==> src/shared/sram_regs.svh <==
// Constants for the synchronous SRAM select, write and sleep block
`ifndef SRAM_REGS_SVH
`define SRAM_REGS_SVH
`define SRAM_LANES       4
`define SRAM_LANE_W      9
`define SRAM_ADDR_W      4
`define SRAM_FIFO_DEPTH  16
`define SRAM_SYNC_STAGES 2
`define SRAM_OE_RST      1'b0
`define SRAM_DQ_RST      1'b0
`endif

==> src/shared/sram_pkg.sv <==
// Types shared by the SRAM block
package sram_pkg;
    typedef enum logic [0:0] {
        st_active,
        st_sleep
    } sram_state_type;
endpackage

==> src/logic/sram_sync_core.sv <==
// Pipelined synchronous SRAM core: select, byte writes, output enable, sleep
`timescale 1ns/1ps
`include "sram_regs.svh"
//
// Function
// - Selected only when all three enables active
// - Global write or all lanes write everything
// - Outputs float after write until read
// - Outputs float after sleep until read
module sram_sync_core #(
    parameter int LANES      = `SRAM_LANES,
    parameter int LANE_W     = `SRAM_LANE_W,
    parameter int ADDR_W     = `SRAM_ADDR_W,
    parameter int FIFO_DEPTH = `SRAM_FIFO_DEPTH
) (
    input  wire logic                    i_clk,
    input  wire logic                    i_rst,
    input  wire logic                    i_chip_enable_primary_n,
    input  wire logic                    i_chip_enable_secondary_hi,
    input  wire logic                    i_chip_enable_third_n,
    input  wire logic                    i_processor_addr_strobe,
    input  wire logic                    i_controller_addr_strobe,
    input  wire logic                    i_global_write_n,
    input  wire logic                    i_byte_write_enable_n,
    input  wire logic [LANES-1:0]        i_byte_lane_write_n,
    input  wire logic [ADDR_W-1:0]       i_addr,
    input  wire logic [LANES*LANE_W-1:0] i_dq_in,
    input  wire logic                    i_sleep_request,
    output logic      [LANES*LANE_W-1:0] o_dq_out,
    output logic                         o_dq_oe,
    output logic                         o_wr_ready,
    output logic                         o_sleeping
);
    import sram_pkg::*;

    localparam int DW   = LANES * LANE_W;
    localparam int PINW = 8 + LANES + ADDR_W + DW;
    localparam int FW   = ADDR_W + LANES + DW;

    initial begin
        if (LANES < 1 || LANE_W < 1 || ADDR_W < 1 || ADDR_W > 20) begin
            $error("sram_sync_core: unsupported geometry");
        end
        if (FIFO_DEPTH < 2) begin
            $error("sram_sync_core: write queue needs two entries");
        end
    end

    // Every pin crosses two flops before any decode reads it
    // Only the second stage is read, so a metastable first stage never fans out
    logic [PINW-1:0] pin_meta_q, pin_sync_q;
    always_ff @(posedge i_clk) begin
        pin_meta_q <= {i_chip_enable_primary_n, i_chip_enable_secondary_hi,
                       i_chip_enable_third_n, i_processor_addr_strobe,
                       i_controller_addr_strobe, i_global_write_n,
                       i_byte_write_enable_n, i_sleep_request,
                       i_byte_lane_write_n, i_addr, i_dq_in};
        pin_sync_q <= pin_meta_q;
    end

    // Decoded copies of the synchronised pins
    logic              sel_primary_n;
    logic              sel_secondary;
    logic              sel_third_n;
    logic              proc_strobe_n;
    logic              ctrl_strobe_n;
    logic              all_write_n;
    logic              lane_write_en_n;
    logic              sleep_in;
    logic [LANES-1:0]  lane_n;
    logic [ADDR_W-1:0] addr;
    logic [DW-1:0]     din;
    assign {sel_primary_n, sel_secondary, sel_third_n, proc_strobe_n, ctrl_strobe_n,
            all_write_n, lane_write_en_n, sleep_in, lane_n, addr, din} = pin_sync_q;

    logic             selected, strobe, launch_read, launch_write;
    logic [LANES-1:0] lane_mask;

    always_comb begin
        selected = !sel_primary_n && sel_secondary && !sel_third_n;
        strobe   = !proc_strobe_n || !ctrl_strobe_n;
        if (!all_write_n) begin
            lane_mask = '1;
        end else if (!lane_write_en_n) begin
            lane_mask = ~lane_n;
        end else begin
            lane_mask = '0;
        end
        // A selected processor strobe always starts a read, as on the real bus
        launch_write = strobe && selected && proc_strobe_n && (lane_mask != '0);
        launch_read  = strobe && selected && !launch_write;
    end

    sram_state_type state_q, state_d;
    logic           oe_q, oe_d, rd_pend_q, rd_pend_d;

    always_comb begin
        state_d   = state_q;
        oe_d      = oe_q;
        rd_pend_d = 1'b0;
        unique case (state_q)
            st_active: begin
                // Sleep is entered only while deselected; a selected request waits
                if (sleep_in && !selected) begin
                    state_d = st_sleep;
                    oe_d    = 1'b0;
                end else begin
                    if (launch_read) begin
                        rd_pend_d = 1'b1;
                    end
                    // A float decoded now beats a read answer due now, so a
                    // write right behind a read never leaves the bus driven
                    if (launch_write || (strobe && !selected)) begin
                        oe_d = 1'b0;
                    end else if (rd_pend_q) begin
                        oe_d = 1'b1;
                    end
                end
            end
            // Strobes in sleep are ignored; only the sleep pin is watched
            st_sleep: begin
                oe_d = 1'b0;
                if (!sleep_in) begin
                    state_d = st_active;
                end
            end
        endcase
    end

    always_ff @(posedge i_clk) begin
        if (i_rst) begin
            state_q   <= st_active;
            oe_q      <= `SRAM_OE_RST;
            rd_pend_q <= 1'b0;
        end else begin
            state_q   <= state_d;
            oe_q      <= oe_d;
            rd_pend_q <= rd_pend_d;
        end
    end

    // Writes queue here so the array port stays free for reads
    logic          wq_in_ready, wq_out_valid, wq_out_ready;
    logic [FW-1:0] wq_out_data;
    logic          wr_accept;

    assign wr_accept    = (state_q == st_active) && launch_write && !sleep_in;
    // Draining pauses on a read launch so the array sees one access a cycle
    assign wq_out_ready = (state_q == st_active) && !launch_read;

    sram_fifo #(
        .WIDTH (FW),
        .DEPTH (FIFO_DEPTH)
    ) u_write_queue (
        .i_clk       (i_clk),
        .i_rst       (i_rst),
        .i_in_valid  (wr_accept),
        .o_in_ready  (wq_in_ready),
        .i_in_data   ({addr, lane_mask, din}),
        .o_out_valid (wq_out_valid),
        .i_out_ready (wq_out_ready),
        .o_out_data  (wq_out_data)
    );

    logic [ADDR_W-1:0] wq_addr;
    logic [LANES-1:0]  wq_mask;
    logic [DW-1:0]     wq_data;
    assign {wq_addr, wq_mask, wq_data} = wq_out_data;

    // Limitation: a read does not see writes still waiting in the queue
    // Lanes merge into one word so a single process owns the array
    logic [DW-1:0] array_q [1 << ADDR_W];
    logic [DW-1:0] merge_word;
    genvar g;
    generate
        for (g = 0; g < LANES; g++) begin : g_lane
            assign merge_word[g*LANE_W +: LANE_W] = wq_mask[g]
                ? wq_data[g*LANE_W +: LANE_W] : array_q[wq_addr][g*LANE_W +: LANE_W];
        end
    endgenerate

    always_ff @(posedge i_clk) begin
        if (wq_out_valid && wq_out_ready) begin
            array_q[wq_addr] <= merge_word;
        end
    end

    logic [DW-1:0] rd_q, rd_d, dq_q, dq_d;
    always_comb begin
        rd_d = launch_read ? array_q[addr] : rd_q;
        dq_d = rd_pend_q ? rd_q : dq_q;
    end

    always_ff @(posedge i_clk) begin
        if (i_rst) begin
            rd_q <= '0;
            dq_q <= {DW{`SRAM_DQ_RST}};
        end else begin
            rd_q <= rd_d;
            dq_q <= dq_d;
        end
    end

    logic wr_ready_q, sleeping_q;
    always_ff @(posedge i_clk) begin
        if (i_rst) begin
            wr_ready_q <= 1'b0;
            sleeping_q <= 1'b0;
        end else begin
            wr_ready_q <= wq_in_ready;
            sleeping_q <= (state_d == st_sleep);
        end
    end

    // Outputs leave straight from flops so the pins never see decode glitches
    assign o_dq_out   = dq_q;
    assign o_dq_oe    = oe_q;
    assign o_wr_ready = wr_ready_q;
    assign o_sleeping = sleeping_q;
endmodule // sram_sync_core

==> src/logic/sram_fifo.sv <==
// Parameterised FIFO with valid and ready on both sides
`timescale 1ns/1ps
module sram_fifo #(
    parameter int WIDTH = 8,
    parameter int DEPTH = 16
) (
    input  wire logic             i_clk,
    input  wire logic             i_rst,
    input  wire logic             i_in_valid,
    output logic                  o_in_ready,
    input  wire logic [WIDTH-1:0] i_in_data,
    output logic                  o_out_valid,
    input  wire logic             i_out_ready,
    output logic      [WIDTH-1:0] o_out_data
);
    localparam int PW = $clog2(DEPTH);

    initial begin
        if (DEPTH < 2 || (1 << PW) != DEPTH || WIDTH < 1) begin
            $error("sram_fifo: DEPTH must be a power of two >= 2");
        end
    end

    logic [WIDTH-1:0] mem_q [DEPTH];
    logic [PW-1:0]    wr_q, wr_d, rd_q, rd_d;
    logic [PW:0]      cnt_q, cnt_d;
    logic             push, pop;

    always_comb begin
        push = i_in_valid && (cnt_q != (PW+1)'(DEPTH));
        pop  = i_out_ready && (cnt_q != '0);
        wr_d = push ? wr_q + PW'(1) : wr_q;
        rd_d = pop ? rd_q + PW'(1) : rd_q;
        cnt_d = cnt_q + (PW+1)'(push) - (PW+1)'(pop);
    end

    always_ff @(posedge i_clk) begin
        if (i_rst) begin
            wr_q  <= '0;
            rd_q  <= '0;
            cnt_q <= '0;
        end else begin
            wr_q  <= wr_d;
            rd_q  <= rd_d;
            cnt_q <= cnt_d;
        end
    end

    // Storage needs no reset; the count guards every read
    always_ff @(posedge i_clk) begin
        if (push) begin
            mem_q[wr_q] <= i_in_data;
        end
    end

    assign o_in_ready  = (cnt_q != (PW+1)'(DEPTH));
    assign o_out_valid = (cnt_q != '0);
    assign o_out_data  = mem_q[rd_q];
endmodule // sram_fifo

==> config.mk <==
export PLATFORM = sky130hd
export DESIGN_NAME = sram_sync_core
export DESIGN_NICKNAME = d
export VERILOG_FILES = /design/src/shared/sram_pkg.sv /design/src/logic/sram_sync_core.sv /design/src/logic/sram_fifo.sv
export VERILOG_INCLUDE_DIRS = /design/src /design/src/shared
export SDC_FILE = /design/constraint.sdc
export NUM_CORES = 1
export LEC_CHECK = 0
export BUFFER_PORTS_ARGS = -buffer_cell sky130_fd_sc_hd__buf_2
export CORE_ASPECT_RATIO = 0.75
export CORE_MARGIN = 1
export CORE_UTILIZATION = 40
export DETAILED_ROUTE_END_ITERATION = 16
export SYNTH_ARGS = -nofsm -noshare
export SYNTH_HDL_FRONTEND = slang
export SYNTH_HIERARCHICAL = 1
export SYNTH_SLANG_ARGS = --single-unit
==> constraint.sdc <==
create_clock -name i_clk -period 6 [get_ports i_clk]
set_clock_uncertainty 0.2 [all_clocks]
set_input_delay 0.9 -clock i_clk [delete_from_list [all_inputs] [get_ports i_clk]]
set_output_delay 0.9 -clock i_clk [all_outputs]
set_load 0.01 [all_outputs]
# Word-level counts from Yosys, hierarchy flattened
# Memories as Yosys holds them, arrays and structs flattened. A register that Yosys moved wholly into a read port is not among the register bits.
# Cells that the tools add are included.
# totals
ff_bits,157
latch_bits,0
ramBits,1280
romBits,0
in_bits,54
out_inout_bits,39
word_cells,74
memories,2
# op_classes
add_sub_neg,4
n_mul,0
div,0
n_lt_le_gt_ge,0
n_eq_ne,6
n_shift,0
n_mux,20
bitwise_logic,2
n_reduce_logical,30
# mem_list
name,words,width,rd,rd_ports_with_merged_regs,write_ports,line_no,source
u_write_queue.mem_q,16,44,1,1,1,sram_fifo.sv:24,logic [WIDTH-1:0] mem_q [DEPTH];
array_q,16,36,1,1,1,sram_sync_core.sv:172,logic [DW-1:0] array_q [1 << ADDR_W];
# ops
cell,n
9-bit two-way mux,4
4-bit two-way mux,4
1-bit logical AND,13
1-bit two-way mux,10
4-bit by 1-bit adder with 4-bit output (second input constant),2
1-bit zero test,8
2-bit AND reduction,4
5-bit by 1-bit adder with 5-bit output,1
5-bit inequality test (second input constant),1
5-bit nonzero test,1
5-bit by 1-bit subtractor with 5-bit output,1
1-bit inequality test (second input constant),4
4-bit inequality test (second input constant),1
4-bit NOT,1
1-bit one-hot mux with 2 select lines,2
4-bit nonzero test,1
3-bit OR reduction,1
1-bit logical OR,2
1-bit NOT,1

# Longest topological paths before layout
# logic_depth
word_depth,14
depth_mapped,16
depth_no_buf,14

# Modules after synthesis
# The synthesis kept the hierarchy.
# modules_own_cells
mod,instances,cells_each,area_per_inst_um2,seq_area_each_um2
sram_sync_core,1,1418,27201.1,20900.0
sram_fifo,1,1185,27181.1,21480.6

# Worst setup path after synthesis
# Ideal clock, no wire load.
# synth_path
path_type,reg-to-reg
startpoint,register pin_sync_q[51]
endpoint,"memory u_write_queue/mem_q[0][0] (netlist name), enable pin"
setup_ns,0.500
arrival_time_ns,4.699
required_time_ns,5.300
setup_slack_ns,0.601
stages_incl_launch_ff,8
n_path_buf,1
synth_period_minus_slack_ns,5.399
cell_sequence,dfxtp_1 > or3b_1 > nor2_1 > nor4b_1 > and2_1 > clkbuf_1 > nand2_1 > nor3_1
# synth_via
elab_chain_len,11
# synth_rtl
element,line_no,source
start: declaration,sram_sync_core.sv:51,"logic [PINW-1:0] pin_meta_q, pin_sync_q;"
start signal: assignment,sram_sync_core.sv:58,pin_sync_q <= pin_meta_q;
1-bit zero test,sram_sync_core.sv:80,selected = !sel_primary_n && sel_secondary && !sel_third_n;
1-bit logical AND (2 in series),sram_sync_core.sv:80,
1-bit logical AND (3 in series),sram_sync_core.sv:90,launch_write = strobe && selected && proc_strobe_n && (lane_mask != '0);
1-bit logical AND (2 in series),sram_sync_core.sv:147,assign wr_accept = (state_q == st_active) && launch_write && !sleep_in;
net wr_accept,sram_sync_core.sv:145,logic wr_accept;
1-bit logical AND,sram_fifo.sv:30,push = i_in_valid && (cnt_q != (PW+1)'(DEPTH));
1-bit two-way mux,sram_fifo.sv:51,if (push) begin
1-bit two-way mux (not written as such),sram_fifo.sv:52,mem_q[wr_q] <= i_in_data;
end: declaration,sram_fifo.sv:24,
# The timed path passes the listed nets, and every way through them passes these cells.

==> metrics <==
antenna violations before repair 0; post-synthesis compound-gate area fraction 2.920%; via count 25940; peak supply drop 0.3642 mV; largest net degree at the start of global routing 117; post-placement cell count 4374; Pleak 19.75 nW; most area-hungry cell type in the Yosys netlist edfxtp_1; antenna cells 0; routability congestion estimate 0.7807; top cells by area, synth edfxtp_1 71%, mux4_2 12%, dfxtp_1 7.3%; Register Area 42400 sq um; Pins Over Slew Limit 0; Mean Syn Cell Area 20.89 sq um; Die X-Extent 427.8 um; Synth Area in Simple Gates 2.554%; Post-Layout Cell Count 4687; Rel. slew slack 21.14%; CTS HTree Levels 4; status finished, final reports clean; most common cell after layout, fill and taps aside edfxtp_1; Final period util 73.73%; post-synthesis sequential area ratio 77.93%; R2R setup slack 1.58 ns; Critical Path AT 4.60 ns; # clock sinks 1477; Post-Synth XOR/XNOR Area 0.1288%; TritonCTS clock tree built; Yosys cell types 42; Cell Pwr Density 410.6 nW/um^2; DRT iter0 DRCs 2436; drt pass-1 iters 5; synth warn 6; Layout area overhead 14.07%; Overflow after GRT 0; critical path cell sequence buf_12 > mux4_2 > a22oi_1 > nand2_1 > nand3_1 > nor2_1; clk slew on worst S/H paths 0.06 ns; Worst Path Max Fanout 113; crit path time final 4.424 ns; post-synthesis mux area share 14.58%; Worst Setup Path Type reg -> reg; vias in the first global route 27070; Setup TNS 0 ns; fin nets 2863; highest-count cells in the layout ignoring fill and taps 1280 x edfxtp_1, 284 x mux4_2, 190 x dfxtp_1; post-detail-place hpwl 72.64 mm; first-pass GRT wire length 181.8 mm; number of remaining DRC errors 0; Synth top area share 70.68%; Hold Vio Cnt, Final 0; Die ar. 137400 sq um; total track usage 18.08%; Avg WL per Cell 26.19 um; area occupied by multi-input gates 11280 sq um; Port Buffer Count 92; Req. time, crit path 6.17 ns; layout cells sized above 1 27.15%; startpoint types flip-flop; Routed Antenna Nets 0; RSZ-0062 raised after global routing false; largest family of logic cells by synthesized area multiplexers; Max Cap Violations 0; Worst path slowest cell nor2_1; CP max stage delay 1.03 ns; Post-Synth Adder-Cell Area 0.2899%; cts repair resizes 0; worst min path class in -> reg; CP endpoint kind flip-flop; CP Buf/Inv Count 1; fillers 11070; die height 321.3 um; final setup violation count 0; critical path's top delay family simple AND/OR/NAND/NOR gates; Clock Path Buffers 3; Peak Freq 0.2261 GHz; Ports 93; Clk Latency, worst-skew pair 0.77 ns; total CTS buffers 144; Starting Density 40.55%; row count 116; Yosys reg bits 1477; Worst Tran Pin Value 1.180 ns; Core Box Area 134100 sq um; syn_nets 2669; Via density 5.535; cell count after synthesis 2603; mapped cell area 54380 sq um; Total Wirelength 122.8 mm; clk root buf clkbuf_16
==> cell usage after synthesis, drive strengths merged <==
| master | n |
|---|---|
| xor2 | 6 |
| nand2b | 3 |
| nor3b | 2 |
| nand3 | 16 |
| a21oi | 4 |
| ha | 11 |
| fa | 1 |
| buf | 91 |
| nand4bb | 1 |
| nand2 | 62 |
| o21bai | 1 |
| or4b | 2 |
| o22ai | 36 |
| mux2 | 72 |
| and2 | 3 |
| nor3 | 41 |
| dfxtp | 197 |
| nor2 | 163 |
| o221a | 36 |
| clkbuf | 52 |
| o21ai | 42 |
| o41a | 1 |
| nor2b | 11 |
| and3 | 2 |
| edfxtp | 1280 |
| inv | 13 |
| mux2i | 72 |
| nand4 | 1 |
| o41ai | 1 |
| or3b | 1 |
| a41oi | 1 |
| nor4b | 1 |
| a21o | 1 |
| a22oi | 89 |
| a211oi | 1 |
| xnor2 | 2 |
| mux4 | 284 |
==> stage by stage <==
stage,hold slack [ns],instance area [sq um],power (mW),util (%),worst slack (ns)
global route,0.03008,62040,26.38,46.26,1.219
global placement,0.1156,56840,16.58,42.38,1.628
detailed placement,0.1121,56840,16.70,42.38,1.543
finish,0.05842,62040,25.47,46.26,1.576
floorplan,0.1096,54380,15.33,-,0.6007
CTS,0.006283,62040,25.76,46.26,1.500
==> final cells by class <==
cell class / count / area share, %
clock inverter: 83 / 1.343
inverter: 13 / 0.07866
clock buffer: 183 / 6.281
multi-input combinational: 970 / 18.18
timing repair buffer: 191 / 2.194
sequential: 1477 / 68.35
tap: 1770 / 3.570
==> path summary, 6_finish.rpt <==
kind            startpoint        endpoint  depth (start not counted)
min reg2reg  pin_meta_q[6]   pin_sync_q[6]                          0
max reg2reg      flip-flop   array_q[6][3]                          6
max              flip-flop   array_q[6][3]                          6
min            i_dq_in[21]  pin_meta_q[21]                          1
==> sequential cells by signal, summed over array words and instances (netlist names), named ones only <==
signal               cells
pin_sync_q              52
o_dq_oe                  1
rd_q                    36
o_sleeping               1
u_write_queue/wr_q       4
o_wr_ready               1
u_write_queue/mem_q    704
u_write_queue/rd_q       4
o_dq_out                36
pin_meta_q              52
array_q                576
u_write_queue/cnt_q      5
rd_pend_q                1
==> kinds of logic (layout without fill, tap and decap cells) <==
| logic type | Yosys count | in the layout |
|---|---|---|
| muxes | 428 | 428 |
| buffers and inverters | 156 | 470 |
| adders and majority gates | 12 | 12 |
| xor gates and xnor gates | 8 | 8 |
| AOI/OAI and AO/OA | 213 | 213 |
| and+or+nand+nor | 309 | 309 |
| DFF | 1477 | 1477 |
==> power by group <==
part | leakage [nW] | switching [mW] | total (mW) | internal, mW
combinational | 4.29 | 2.46 | 3.90 | 1.44
clock | 2.32 | 3.85 | 9.04 | 5.19
sequential | 13.1 | 0.271 | 12.5 | 12.3
==> routing by layer <==
layer | routed length, um | share of wire (%) | track usage, %
met1 | 54970 | 45 | 25.98
met5 | 0 | 0 | 0
met4 | 2346 | 1.9 | 5.180
met2 | 57230 | 47 | 28.01
met3 | 8213 | 6.7 | 3.513
==> timing repair <==
item | 4_1_cts | 5_1_grt
setup buffers | 0 | 0
hold buffers | 47 | 0
hold endpoints to repair | 47 | 0
(Power assumes the default switching activity.)
